$ cat src/dam_pkg.sv
/*
 drive alarm manager package: alarm codes, carriers, timing constants.
 assumes a 40 MHz core clock.
*/
package dam_pkg;
    localparam int unsigned CLK_HZ = 40_000_000;
    localparam int unsigned PWR_LOSS_MS = 15;
    localparam int unsigned PWR_LOSS_CYC = (CLK_HZ / 1000) * PWR_LOSS_MS;
    localparam int unsigned RESTART_WIN_MS = 500;
    localparam int unsigned RESTART_WIN_CYC = (CLK_HZ / 1000) * RESTART_WIN_MS;
    localparam int unsigned RETRY_DELAY_MS = 100;
    localparam int unsigned RETRY_DELAY_CYC = (CLK_HZ / 1000) * RETRY_DELAY_MS;
    localparam int unsigned HIST_DEPTH = 4;
    localparam logic [3:0] RETRY_MAX_RST = 4'h3;

    typedef enum logic [3:0] {
        DAM_CODE_NONE = 4'h0,
        DAM_CODE_MEM = 4'h1,
        DAM_CODE_CPU = 4'h3,
        DAM_CODE_TUNE = 4'h7,
        DAM_CODE_COMM = 4'h8,
        DAM_CODE_SAVE = 4'hF,
        DAM_CODE_MOCK = 4'hE,
        DAM_CODE_PWR = 4'h2
    } dam_code_t;

    typedef struct packed {
        logic mem_err;
        logic cpu_err;
        logic tune_err;
        logic comm_err;
        logic save_err;
        logic mock_req;
    } dam_fault_t;

    typedef struct packed {
        logic heatsink_overheat_alarm;
        logic inverter_overload_alarm;
        logic stall_overcurrent;
    } dam_limit_t;
endpackage

$ cat src/dam_alarm_mgr.sv
/*
 drive alarm manager top: fault trip, alarm relay, history, retry and
 momentary power loss handling.
 assumes fault inputs are synchronous single-level events from core logic;
 the alarm reset and power-ok pins are asynchronous and synchronised here.
*/
// Operation
// - any trip halts inverter output and drives alarm relay; the power-loss stop (pwr_trip to DAM_PWR_LOST) halts output with the relay off.
// - latched alarm stop clears on digital alarm reset input, or on retry when enabled.
// - keep last four alarm codes, oldest dropped on new alarm.
// - memory error stops output and drives alarm output.
// - processor error trips with code Er3 and alarm relay.
// - tuning failure trips with code Er7 and alarm output.
// - serial link error trips with code Er8 and alarm relay.
// - data save failure under undervoltage shows ErF and relay.
// - retry auto-resets after trip; count and delay configurable.
// - power loss of 15 ms or longer stops inverter output.
// - power restored within window with restart enabled starts restart.
// - overheat or overload lowers frequency, no alarm code.
// - stall prevention acts on overcurrent, no code, no relay.
// - keypad mock request trips with code Err and relay.
// - clear-history control erases history then returns to zero.
`timescale 1ns/10ps
module dam_alarm_mgr #(
    parameter int unsigned PWR_LOSS_CYC = dam_pkg::PWR_LOSS_CYC,
    parameter int unsigned RESTART_WIN_CYC = dam_pkg::RESTART_WIN_CYC,
    parameter int unsigned RETRY_DELAY_CYC = dam_pkg::RETRY_DELAY_CYC
) (
    input wire logic core_clk_i,
    input wire logic srst_i,
    input wire dam_pkg::dam_fault_t fault_i,
    input wire dam_pkg::dam_limit_t limit_i,
    input wire logic alarm_reset_i,
    input wire logic power_ok_i,
    input wire logic restart_en_i,
    input wire logic [3:0] retry_max_i,
    input wire logic retry_en_i,
    input wire logic clear_alarm_history_ctrl_i,
    output logic inv_run_o,
    output logic alarm_relay_o,
    output logic restart_o,
    output logic freq_reduce_o,
    output logic stall_hold_o,
    output logic clear_alarm_history_ctrl_o,
    output dam_pkg::dam_code_t alarm_code_o,
    output dam_pkg::dam_code_t hist_o [dam_pkg::HIST_DEPTH]
);
    // ----------------------------------------
    // pin synchronisers
    // ----------------------------------------
    logic rst_s1_ff, rst_s2_ff, pok_s1_ff, pok_s2_ff;

    always_ff @(posedge core_clk_i) begin
        rst_s1_ff <= alarm_reset_i;
        rst_s2_ff <= rst_s1_ff;
        pok_s1_ff <= power_ok_i;
        pok_s2_ff <= pok_s1_ff;
    end

    // ----------------------------------------
    // fault decode
    // ----------------------------------------
    typedef enum logic [3:0] {
        DAM_RUN = 4'b0001,
        DAM_TRIP = 4'b0010,
        DAM_PWR_LOST = 4'b0100,
        DAM_RESTART = 4'b1000
    } dam_state_t;

    dam_state_t state_ff, nxt_state;
    logic [31:0] pwr_cnt_ff, nxt_pwr_cnt;
    logic [31:0] retry_cnt_ff, nxt_retry_cnt;
    logic [3:0] retries_ff, nxt_retries;
    dam_pkg::dam_code_t code_ff, nxt_code;
    logic clr_ff;

    function automatic dam_pkg::dam_code_t fault_code(input dam_pkg::dam_fault_t f);
        if (f.mem_err) return dam_pkg::DAM_CODE_MEM;
        if (f.cpu_err) return dam_pkg::DAM_CODE_CPU;
        if (f.tune_err) return dam_pkg::DAM_CODE_TUNE;
        if (f.comm_err) return dam_pkg::DAM_CODE_COMM;
        if (f.save_err) return dam_pkg::DAM_CODE_SAVE;
        if (f.mock_req) return dam_pkg::DAM_CODE_MOCK;
        return dam_pkg::DAM_CODE_NONE;
    endfunction

    wire logic fault_any = |fault_i;
    wire dam_pkg::dam_code_t fault_code_w = fault_code(fault_i);
    wire logic pwr_trip = (state_ff == DAM_RUN) && !pok_s2_ff && (pwr_cnt_ff >= PWR_LOSS_CYC - 1);
    wire logic new_trip = (state_ff != DAM_TRIP) && fault_any;
    wire logic retry_go = retry_en_i && (retries_ff < retry_max_i) && (retry_cnt_ff >= RETRY_DELAY_CYC - 1);
    wire logic trip_clear = rst_s2_ff || retry_go;

    // ----------------------------------------
    // state machine
    // ----------------------------------------
    always_comb begin
        nxt_state = state_ff;
        nxt_code = code_ff;
        nxt_pwr_cnt = 32'h0000_0000;
        nxt_retry_cnt = 32'h0000_0000;
        nxt_retries = retries_ff;
        unique case (state_ff)
            DAM_RUN: begin
                if (fault_any) begin
                    nxt_state = DAM_TRIP;
                    nxt_code = fault_code_w;
                end else if (pwr_trip) begin
                    nxt_state = DAM_PWR_LOST;
                end else if (!pok_s2_ff) begin
                    nxt_pwr_cnt = pwr_cnt_ff + 32'h0000_0001;
                end
            end
            DAM_TRIP: begin
                nxt_retry_cnt = retry_cnt_ff + 32'h0000_0001;
                if (rst_s2_ff) begin
                    nxt_state = DAM_RUN;
                    nxt_code = dam_pkg::DAM_CODE_NONE;
                    nxt_retries = 4'h0;
                end else if (retry_go) begin
                    nxt_state = DAM_RESTART;
                    nxt_code = dam_pkg::DAM_CODE_NONE;
                    nxt_retries = retries_ff + 4'h1;
                end
            end
            DAM_PWR_LOST: begin
                if (fault_any) begin
                    nxt_state = DAM_TRIP;
                    nxt_code = fault_code_w;
                end else if (pok_s2_ff) begin
                    if (restart_en_i && pwr_cnt_ff < RESTART_WIN_CYC)
                        nxt_state = DAM_RESTART;
                    else begin
                        nxt_state = DAM_TRIP;
                        nxt_code = dam_pkg::DAM_CODE_PWR;
                    end
                end else begin
                    nxt_pwr_cnt = pwr_cnt_ff + 32'h0000_0001;
                end
            end
            DAM_RESTART: begin
                if (fault_any) begin
                    nxt_state = DAM_TRIP;
                    nxt_code = fault_code_w;
                end else begin
                    nxt_state = DAM_RUN;
                end
            end
        endcase
    end

    always_ff @(posedge core_clk_i) begin
        if (srst_i) begin
            state_ff <= DAM_RUN;
            code_ff <= dam_pkg::DAM_CODE_NONE;
            pwr_cnt_ff <= 32'h0000_0000;
            retry_cnt_ff <= 32'h0000_0000;
            retries_ff <= 4'h0;
            clr_ff <= 1'b0;
        end else begin
            state_ff <= nxt_state;
            code_ff <= nxt_code;
            pwr_cnt_ff <= nxt_pwr_cnt;
            retry_cnt_ff <= nxt_retry_cnt;
            retries_ff <= nxt_retries;
            clr_ff <= clear_alarm_history_ctrl_i;
        end
    end

    // ----------------------------------------
    // history and outputs
    // ----------------------------------------
    wire logic hist_push = (state_ff != DAM_TRIP) && (nxt_state == DAM_TRIP);

    dam_history #(
        .DEPTH(dam_pkg::HIST_DEPTH)
    ) u_hist (
        .core_clk_i(core_clk_i),
        .srst_i(srst_i),
        .push_i(hist_push),
        .code_i(nxt_code),
        .clear_i(clr_ff),
        .hist_o(hist_o)
    );

    assign inv_run_o = (state_ff == DAM_RUN);
    assign alarm_relay_o = (state_ff == DAM_TRIP);
    assign restart_o = (state_ff == DAM_RESTART);
    assign alarm_code_o = code_ff;
    assign freq_reduce_o = limit_i.heatsink_overheat_alarm || limit_i.inverter_overload_alarm;
    assign stall_hold_o = limit_i.stall_overcurrent;
    // readback is the control input one cycle late; it stays high while the input is held and falls one cycle after the input falls
    assign clear_alarm_history_ctrl_o = clr_ff;
endmodule

$ cat src/dam_history.sv
/*
 alarm history shift store, newest entry at index 0.
 assumes push and clear come from the same clock domain.
*/
`timescale 1ns/10ps
module dam_history #(
    parameter int DEPTH = 4
) (
    input wire logic core_clk_i,
    input wire logic srst_i,
    input wire logic push_i,
    input wire dam_pkg::dam_code_t code_i,
    input wire logic clear_i,
    output dam_pkg::dam_code_t hist_o [DEPTH]
);
    dam_pkg::dam_code_t hist_ff [DEPTH];

    always_ff @(posedge core_clk_i) begin
        if (srst_i || clear_i) begin
            for (int i = 0; i < DEPTH; i++) hist_ff[i] <= dam_pkg::DAM_CODE_NONE;
        end else if (push_i) begin
            hist_ff[0] <= code_i;
            for (int i = 1; i < DEPTH; i++) hist_ff[i] <= hist_ff[i-1];
        end
    end

    assign hist_o = hist_ff;
endmodule

$ cat config.mk
export PLATFORM = sky130hd
export DESIGN_NAME = dam_alarm_mgr
export DESIGN_NICKNAME = d
export VERILOG_FILES = /design/src/dam_pkg.sv /design/src/dam_alarm_mgr.sv /design/src/dam_history.sv
export SDC_FILE = /design/constraint.sdc
export NUM_CORES = 1
export LEC_CHECK = 0
export ABC_AREA = 1
export BUFFER_PORTS_ARGS = -buffer_cell sky130_fd_sc_hd__buf_4
export CORE_UTILIZATION = 45
export DETAILED_ROUTE_END_ITERATION = 8
export PLACE_DENSITY = 0.62
export SLEW_MARGIN = 10
export SYNTH_ARGS = -nofsm -noshare
export SYNTH_HDL_FRONTEND = slang
export SYNTH_SLANG_ARGS = --single-unit
$ cat constraint.sdc
create_clock -name core_clk_i -period 3.1 [get_ports core_clk_i]
set_input_delay 0.155 -clock core_clk_i [delete_from_list [all_inputs] [get_ports core_clk_i]]
set_output_delay 0.155 -clock core_clk_i [all_outputs]
set_load 0.01 [all_outputs]
== Word level (Yosys, flattened, before mapping) ==
Index checks and enable logic that the tools add are counted.

* Flip-flop bits (word level): 97
* Input port bits: 20
* Output and inout bits: 26
* Word-level logic and storage cells: 101

* Add/subtract/negate cells: 3
* Magnitude comparators: 4
* Equality and inequality tests: 6
* Muxes and demuxes: 59
* Bitwise logic cells: 1
* Reductions and logical operators: 14

{| class="wikitable"
|+ Operators with widths
! kind !! count
|-
| $mux W32 || 4
|-
| $mux W4 || 30
|-
| $add A32 B1 Y32 const B || 2
|-
| $pmux W32 S2 || 1
|-
| $ge A32 B20 Y1 const B || 1
|-
| $ge A32 B22 Y1 const B || 1
|-
| $lt A32 B25 Y1 const B || 1
|-
| $mux W1 || 21
|-
| $pmux W4 S4 || 1
|-
| $pmux W4 S3 || 1
|-
| $eq A4 B2 Y1 const B || 2
|-
| $logic_and A1 B1 Y1 || 6
|-
| $reduce_or A6 Y1 || 1
|-
| $add A4 B1 Y4 const B || 1
|-
| $eq A4 B1 Y1 const B || 1
|-
| $eq A4 B3 Y1 const B || 1
|-
| $eq A4 B4 Y1 const B || 1
|-
| $lt A4 B4 Y1 || 1
|-
| $ne A4 B2 Y1 const B || 1
|-
| $reduce_or A2 Y1 || 2
|-
| $logic_or A1 B1 Y1 || 2
|-
| $mux W2 || 1
|-
| $reduce_and A2 Y1 || 1
|-
| $reduce_bool A2 Y1 || 1
|-
| other kinds (2) || 2
|}

== Depth between registers and ports, before layout ==
Gate-level depths: netlist (run 1).

* Word-level depth: 24
* Mapped depth: 18
* Mapped depth without buffers: 17

== By module ==
A second synthesis (run 1) with hierarchy kept.

* Cell total of the unflattened synthesis: 754
* Area total of the unflattened synthesis: 5223.8 um2

{| class="wikitable"
|+ By module, submodules not included
! module !! instances !! cells each !! area each (um2) !! seq. area each (um2)
|-
| dam_alarm_mgr || 1 || 653 || 4530.6 || 1621.6
|-
| dam_history || 1 || 101 || 693.2 || 320.3
|}

== Worst setup path after synthesis (run 1) ==
No wires, ideal clock.

* Kind: reg2reg
* Start: register pwr_cnt_ff[0]
* End: register u_hist.hist_ff, in the netlist u_hist.hist_o[12]
* Setup time: 113 ps
* Data arrival time: 1691 ps
* Required time: 2987 ps
* Slack: 1296 ps
* Stages on the path, launching flop included: 17
* Buffers on the path: 1
* Period minus slack after synthesis: 1804 ps
* Cell sequence: dfxtp_1 > ha_1 > nand2_2 > nor2_2 > nand2_1 > nand2_1 > nand2_1 > nand2_1 > nand2_1 > nand2_1 > nand2_2 > a21o_1 > nor2_4 > buf_6 > nand3_1 > nand2_1 > nor2_1

* Cells in the longest elaborated chain, start to end: 8
* Elaborated cells between the ends (all ways): 16
* Those cells by class: order compare (2); eq/ne (1); mux (10); reduce/logical (3)

{| class="wikitable"
|+ RTL lines
! element !! RTL line !! source
|-
| from (decl) || dam_alarm_mgr.sv:71 || <nowiki>logic [31:0] pwr_cnt_ff, nxt_pwr_cnt;</nowiki>
|-
| from (signal assigned) || dam_alarm_mgr.sv:163 || <nowiki>pwr_cnt_ff <= nxt_pwr_cnt;</nowiki>
|-
| $lt A32 B25 Y1 || dam_alarm_mgr.sv:131 || <nowiki>if (restart_en_i && pwr_cnt_ff < RESTART_WIN_CYC)</nowiki>
|-
| $logic_and A1 B1 Y1 || dam_alarm_mgr.sv:131 ||
|-
| $mux W4 || dam_alarm_mgr.sv:131 ||
|-
| $mux W4 || dam_alarm_mgr.sv:130 || <nowiki>end else if (pok_s2_ff) begin</nowiki>
|-
| $mux W4 || dam_alarm_mgr.sv:127 || <nowiki>if (fault_any) begin</nowiki>
|-
| $pmux W4 S4 || dam_alarm_mgr.sv:103 || <nowiki>unique case (state_ff)</nowiki>
|-
| $eq A4 B2 Y1 || dam_alarm_mgr.sv:173 || <nowiki>wire logic hist_push = (state_ff != DAM_TRIP) && (nxt_state == DAM_TRIP);</nowiki>
|-
| $logic_and A1 B1 Y1 || dam_alarm_mgr.sv:173 ||
|-
| to (decl) || dam_history.sv:16 || <nowiki>dam_pkg::dam_code_t hist_ff [DEPTH];</nowiki>
|}

Several ways; a longest one is shown, not always the timed one.
A chain may end at the register's enable or synchronous reset.

== Worst setup path in the final report (run 1) ==
* Start: register pwr_cnt_ff[0]
* End: register pwr_cnt_ff[25]

* Cells in the longest elaborated chain, start to end: 5
* Elaborated cells between the ends (all ways): 8
* Those cells by class: add/sub (1); order compare (1); mux (5); reduce/logical (1)

{| class="wikitable"
|+ RTL lines
! element !! RTL line !! source
|-
| $add A32 B1 Y32 / $ge A32 B20 Y1 (equally long branches) || dam_alarm_mgr.sv:111, dam_alarm_mgr.sv:138, dam_alarm_mgr.sv:89 ||
|-
| $mux W32 / $logic_and A1 B1 Y1 (equally long branches) || dam_alarm_mgr.sv:110, dam_alarm_mgr.sv:130, dam_alarm_mgr.sv:89 ||
|-
| $mux W32 || dam_alarm_mgr.sv:108 || <nowiki>end else if (pwr_trip) begin</nowiki>
|-
| $mux W32 || dam_alarm_mgr.sv:105 || <nowiki>if (fault_any) begin</nowiki>
|-
| $pmux W32 S2 (*) || dam_alarm_mgr.sv:103 ||
|}

Mark *: on every way between the ends. The rest lies on a longest branch, timed or not.

==> results of run 1 <==
[area by class of cell]
| class | count | area, um^2 | share of cell area (%) |
|---|---|---|---|
| clock buffers | 11 | 141 | 2.49 |
| repair buffers | 48 | 368 | 6.49 |
| well taps | 140 | 175 | 3.09 |
| clock inverters | 5 | 62.6 | 1.10 |
| flip-flops and latches | 97 | 1940 | 34.2 |
| inverters | 114 | 429 | 7.57 |
| multi-input cells | 498 | 2550 | 45.0 |
[worst max path at each step]
stage	to	cells after the start
global route	pwr_cnt_ff[9]	15
detailed placement	pwr_cnt_ff[26]	15
finish	pwr_cnt_ff[25]	15
CTS	pwr_cnt_ff[25]	15
global placement	pwr_cnt_ff[26]	15
floorplan	u_hist.hist_o[12]	16
[state kept, by name (all words and copies together) (netlist names)]
signal	count
pok_s2_ff	1
state_ff	4
retries_ff	4
alarm_code_o	4
rst_s1_ff	1
u_hist.hist_o	16
rst_s2_ff	1
pok_s1_ff	1
pwr_cnt_ff	32
clear_alarm_history_ctrl_o	1
retry_cnt_ff	32
[stage by stage]
step / hold WS (ps) / instance area, um^2
after floorplan: 183 / 5000
after global placement: 260 / 5440
after detailed placement: 261 / 5440
after CTS: 56.4 / 5670
after global routing: 59.4 / 5670
final: 74.4 / 5670
[per-layer routing]
layer / vias to the layer above / part of all wire [%] / wire [um] / GRT usage, %
met5: - / 0 / 0 / 0
met4: 0 / 1.1 / 114 / 5.28
met3: 12 / 3.3 / 331 / 3.93
met2: 70 / 45 / 4520 / 31.2
met1: 1922 / 51 / 5100 / 24.6
li1: 2376 / - / - / -
[power breakdown]
group          switching [mW]  internal, mW  total (mW)  leakage (nW)
sequential             0.0185          1.27        1.29         0.786
clock                   0.442         0.401       0.843        0.0966
combinational           0.110        0.0855       0.195          1.57
[synthesized netlist by cell type (5+ instances only)]
library cell	number
a21oi_1	36
clkbuf_1	5
dfxtp_1	97
ha_1	6
inv_1	103
inv_2	9
nand2_1	127
nand2_2	13
nand3_1	46
nand4_1	8
nor2_1	130
nor2_2	6
nor2_4	7
nor3_1	33
nor3b_1	10
o21ai_0	20
xor2_1	20
[worst register-to-register path: cells and delay by family, from the launching register on]
kind	cells	cell delay, ps
simple gates	13	1170
fa+ha+maj	1	190
flops	1	360
buf+inv	1	310
[logic make-up after synthesis]
| family | count (synthesis) |
|---|---|
| AOI/OAI and AO/OA | 68 |
| xor gates and xnor gates | 22 |
| and+or+nand+nor | 402 |
| adders and majority gates | 6 |
| buffers and inverters | 126 |
| DFF | 97 |
==> key figures, run 1 <==
Floorplan
  – Die Wd: about 110 um
  – Site Rows: 38
  – I/O Pins: between 40 and 50
  – Initial Util: between 40% and 50%
  – Die Y: roughly 110 um
  – Placeable core area: 10,800 um^2
  – Die area: around 12,000 um^2

Timing
  – Max transition margin: 34.5%
  – Slew Limit Fails: 0
  – RSZ-0062 raised after global routing: false
  – Fmax: 0.468 GHz
  – Setup ws final: about 960 ps
  – Worst Tran Pin Value: slightly below 1000 ps
  – Setup TNS: 0 ps
  – Final Setup Violations: 0
  – Period minus WS final: about 2100 ps
  – Clk_skew: around 8.4 ps
  – Final hold vios: 0
  – Final Cycle Share: between 60% and 70%

Critical path
  – Worst setup SP type: register
  – Top cell by count, worst path: nand2_1
  – CP max FO: 18
  – Setup CP Type: reg -> reg
  – Worst path top cell family by delay: simple AND/OR/NAND/NOR gates
  – CP max-delay cell: dfxtp_1
  – FF-to-FF Start: pwr_cnt_ff[0]
  – Worst R2R Path Depth: 15
  – Worst EP arrival: roughly 2400 ps
  – CP bufs+invs: 1
  – Worst reg2reg setup slack: just under 1000 ps
  – Worst stage delay on the critical path: roughly 360 ps
  – Beginning of the critical path: pwr_cnt_ff[0]
  – Critical Path End Type: register
  – Crit-path cells: ha_1 > nand2_2 > nor2_2 > nand2_1 > nand2_1 > nand2_1 > nand2_1 > nand2_1 > nand2_1 > nand2_2 > nand2_1 > nand2_1 > nand2_1 > buf_4 > nor3_1
  – Required time worst endpoint: about 3400 ps
  – Worst reg2reg endpoint: pwr_cnt_ff[25]

Finish
  – Final core utilization: 52.3%
  – ANT cells: 0
  – Cell Count, Final, Fillers Out: between 900 and 1,000
  – Share of layout cells above drive strength 1: approximately 15%
  – Area growth, synth to finish: 13.5%
  – Fillers: approximately 1,100
  – Net count, final: roughly 800
  – Commonest non-fill, non-tap cells in the layout: nor2_1 (130), nand2_1 (127), inv_1 (103)
  – Commonest non-fill, non-tap cell in the layout: nor2_1

Placed design
  – Post-Place Setup Slack: roughly 980 ps
  – IO buf count: 43
  – Placed Cells: between 800 and 900
  – Placed wire-length estimate: roughly 7500 um
  – RD Place Congestion: ~0.84

Yosys
  – Synth Flop Type: dfxtp_1
  – Post-synthesis simple-gate area fraction: 38.2%
  – Compound-cell area share of the yosys netlist: under 10%
  – Synth area leaders: dfxtp_1 (39%), nor2_1 (9.8%), nand2_1 (9.5%)
  – Total of warnings raised by yosys: 0
  – Most area-hungry cell type in the Yosys netlist: dfxtp_1
  – XOR/XNOR share of the synthesized area: under 10%
  – Yosys reg bits: between 90 and 100
  – Asr flop ratio synth: 0%
  – Top-area cell type share of the netlist area: 38.9%
  – Syn_area_per_cell: a little under 7 um^2
  – Post-synthesis net count: 747
  – Adder-cell share of the synthesized area: 1.50%
  – EDFF count, synth: 0
  – Post-synthesis sequential area ratio: between 30% and 40%
  – Combinational family with the most area after synthesis: simple AND/OR/NAND/NOR gates
  – Mux contribution to synthesized area: 0%
  – Synthesized area: about 5000 um^2
  – Post-synthesis cell count: between 700 and 800
  – Yosys cell types: 42

Clock network
  – Clk_lat worst skew: 360 ps
  – TritonCTS clock tree: yes
  – CTS clock-pin slew for the worst setup and hold paths: approximately 90 ps
  – Htree depth: 3
  – Post-CTS Setup Repair Bufs: 0
  – Post-CTS resize count: 0
  – Sink Count: a little under 100
  – CTS buffer count: 9
  – Hold_buf cts: 3
  – Clk root buf: clkbuf_8
  – Clock Tree Buf Depth: 2

Route
  – Final wirelength: 10,100 um
  – 1st-iter DRT viols: about 170
  – WL/cell: 11.0 um
  – Via count: about 4,400
  – DRC: 1
  – Drt via density: around 4.8
  – Router iterations before antenna repair: 6
  – Post-route antenna net violation count: 0

Run status
  – Failing checks: DRC
  – Status: finished, violations left

GRT
  – Largest net degree at the start of global routing: 19
  – Initial antenna violation count: 0
  – Global-route wire length before repair: ~18,000 um
  – Overall Global Routing Usage: a little under a fifth
  – Overflow after GRT: 0
  – Vias in the first global route: around 4,100

Pwr
  – Pwr per Cell Area: 410 nW/um^2
  – Leak: between 2 and 2.5 nW
  – Peak VDD IR: ~0.26 mV
  – Total Power: roughly 2.3 mW

Hold path
  – Hold Path Class: in -> reg
  – Hold Crit Depth: 2
  – Hold path startpoint: srst_i
  – Hold EP: retries_ff[1]

Flow run
  – Max-cap violation count: 0
No activity file was read; power rests on OpenSTA's default activity.
==> run 2, diff against run 1 <==
ABC_AREA = 0   (was 1)
PLACE_DENSITY = 0.63   (was 0.62)
clock period = 2 ns   (was 3.1 ns; I/O delays follow)
==> run 2 against run 1 <==
  * The flow finishes with violations (setup timing)
  * First-iteration DRC count down 37%
  * Setup slack worse by 1000 ps
  * Fmax up 4.2%
  * Utilization up 8.6 points
  * Critical path type unchanged
  * Critical endpoint is now pwr_cnt_ff[14]
==> key figures, run 2 <==
Run status
  – Status: finished, violations left
  – Failing checks: setup timing

Yosys
  – Asr flop ratio synth: 0%
  – Syn_area_per_cell: roughly 8.8 um^2
  – Most area-hungry cell type in the Yosys netlist: dfxtp_1
  – EDFF count, synth: 0
  – Post-synthesis net count: between 500 and 600
  – Yosys reg bits: between 90 and 100
  – Post-synthesis sequential area ratio: 43.9%
  – Yosys cell types: 54
  – Top-area cell type share of the netlist area: 43.9%
  – Synth area leaders: dfxtp_1 (44%), xor2_1 (8.7%), nor2_1 (8.1%)
  – Total of warnings raised by yosys: 0
  – Synthesized area: approximately 4400 um^2
  – Synth Flop Type: dfxtp_1
  – Count leader, synth: dfxtp_1
  – Top post-synthesis cells by count: dfxtp_1 (97), nor2_1 (96), xor2_1 (44)
  – Post-synthesis cell count: 505

Timing
  – Final Setup Violations: 48
  – Final hold vios: 0
  – Setup ws final: -49.6 ps
  – Final Cycle Share: 102%
  – Clk_skew: between 15 and 20 ps
  – Setup TNS: -1410 ps
  – Worst Tran Pin Value: approximately 470 ps
  – Max transition margin: 68.7%
  – Fmax: 0.488 GHz
  – RSZ-0062 raised after global routing: true
  – Slew Limit Fails: 0
  – Period minus WS final: 2050 ps

Critical path
  – Worst EP arrival: 2340 ps
  – Critical Path End Type: register
  – CP bufs+invs: 1
  – Setup CP Type: reg -> reg
  – Crit-path cells: or4_4 > nor2_4 > and3_4 > o211ai_1 > a2111o_1 > buf_12 > nor2_1
  – CP max-delay cell: or4_4
  – FF-to-FF Start: pwr_cnt_ff[29]
  – Worst reg2reg endpoint: pwr_cnt_ff[14]
  – Worst setup SP type: register
  – CP max FO: 32
  – Worst R2R Path Depth: 7
  – Required time worst endpoint: between 2000 and 2500 ps
  – Worst stage delay on the critical path: 550 ps
  – Worst path top cell family by delay: simple AND/OR/NAND/NOR gates
  – Worst reg2reg setup slack: -50 ps

GRT
  – Global-route wire length before repair: roughly 16,000 um
  – GRT met2 Usage: between 30% and 40%
  – Met3 Use GR: between 3 and 4%
  – Vias in the first global route: 3,543
  – Overall Global Routing Usage: roughly a fifth
  – Initial antenna violation count: 0
  – Largest net degree at the start of global routing: 33
  – Overflow after GRT: 0
  – Met1 Use GR: between 20 and 25%
  – Gr busiest metal: met2

Finish
  – Commonest non-fill, non-tap cells in the layout: nor2_1 (94), buf_4 (94), dfxtp_1 (93)
  – Area growth, synth to finish: 29.0%
  – Final core utilization: 60.9%
  – Cell Count, Final, Fillers Out: about 740
  – Net count, final: roughly 630
  – Share of layout cells above drive strength 1: roughly a quarter
  – ANT cells: 0
  – Design area: between 5000 and 6000 um^2

Hold path
  – Hold path startpoint: srst_i
  – Hold Path Class: in -> reg
  – Hold Crit Depth: 2
  – Hold EP: alarm_code_o[2]

Clock network
  – CTS clock-pin slew for the worst setup and hold paths: 100 ps
  – Sink Count: 97
  – TritonCTS clock tree: yes
  – CTS buffer count: 9
  – Clk root buf: clkbuf_8
  – Clk_lat worst skew: about 360 ps
  – Htree depth: 3
  – Clock Tree Buf Depth: 2

Route
  – DRC: 0
  – Via count: between 3,000 and 4,000
  – Post-route antenna net violation count: 0
  – 1st-iter DRT viols: 106
  – WL/cell: about 13 um
  – Final wirelength: 9310 um
  – Router iterations before antenna repair: 4
  – Drt via density: between 5 and 6

Placed design
  – Placed wire-length estimate: 6470 um
  – Placed Cells: ~700
  – RD Place Congestion: between 0.7 and 0.8
  – DP Area: around 5200 um^2
  – IO buf count: 43

Flow run
  – Max-cap violation count: 0

Pwr
  – Leak: around 2.3 nW
  – Total Power: between 3 and 4 mW
  – Pwr per Cell Area: about 610 nW/um^2
  – Peak VDD IR: about 0.36 mV

Floorplan
  – Placeable core area: ~9400 um^2
  – I/O Pins: 46
  – Die Y: about 100 um
  – Site Rows: 35
  – Die area: around 10,000 um^2
  – Die Wd: 101 um
  – Initial Util: 47.2%
## run 2: layout make-up
type	count	area, um^2
multi-input combinational	378	2460
clock buffer	10	138
sequential	97	1950
clock inverter	6	65.1
inverter	14	52.6
fill	862	3670
timing repair buffer	105	880
tap	129	161
## run 2: worst reg2reg max path: cells and delay by family, from the launching register on
| family | cells | cell delay (ps) |
|---|---|---|
| flip-flops | 1 | 330 |
| AND/OR/NAND/NOR | 4 | 960 |
| buffers and inverters | 1 | 190 |
| AO/OA/AOI/OAI | 2 | 500 |
## run 2: power by group
group	switching (mW)	internal, mW
clock network	0.696	0.618
logic	0.106	0.119
registers	0.0151	1.95
total	0.817	2.69
## run 2: metal layers
| layer | share of wire (%) | routed length, um |
|---|---|---|
| met2 | 48 | 4480 |
| met3 | 2.9 | 274 |
| met5 | 0 | 0 |
| met4 | 1.0 | 97 |
| met1 | 48 | 4450 |
## run 2: metrics by stage
step	worst slack, ps	hold slack, ps
3_5_place_dp	-48.0	200
3_3_place_gp	-25.2	200
6_report	-49.6	53.6
5_1_grt	-158	36.9
4_1_cts	-65.8	31.1
2_1_floorplan	1.29	128
## run 2: how the worst max path moves through the flow
| stage | from | endpoint | slack [ps] | depth (start not counted) |
|---|---|---|---|---|
| 2_1_floorplan | pwr_cnt_ff[29] | pwr_cnt_ff[18] | 1 | 7 |
| 3_3_place_gp | state_ff[0] | u_hist.hist_o[1] | -30 | 6 |
| 3_5_place_dp | state_ff[0] | u_hist.hist_o[1] | -50 | 6 |
| 4_1_cts | pwr_cnt_ff[29] | pwr_cnt_ff[14] | -70 | 7 |
| 5_1_grt | pwr_cnt_ff[29] | pwr_cnt_ff[14] | -160 | 7 |
| 6_report | pwr_cnt_ff[29] | pwr_cnt_ff[14] | -50 | 7 |
## run 2: what timing repair did
item,4_1_cts,5_1_grt
pin swaps,2,12
hold buffers,3,0
buffers inserted,2,5
gates resized for setup,11,21
endpoints found under the hold margin,3,0
cloned,1,2
setup endpoints to repair,50,62
## run 2: kinds of logic (layout without fill, tap and decap cells)
| logic type | count (synthesis) | in the layout | synth area share [%] |
|---|---|---|---|
| AND/OR/NAND/NOR | 244 | 244 | 27.6 |
| flip-flops | 97 | 97 | 43.9 |
| XOR/XNOR | 59 | 59 | 11.7 |
| AO/OA/AOI/OAI | 55 | 55 | 8.57 |
| buffers and inverters | 30 | 135 | 3.40 |
| multiplexers | 14 | 14 | 3.17 |
| adder cells (fa/ha/maj) | 6 | 6 | 1.70 |
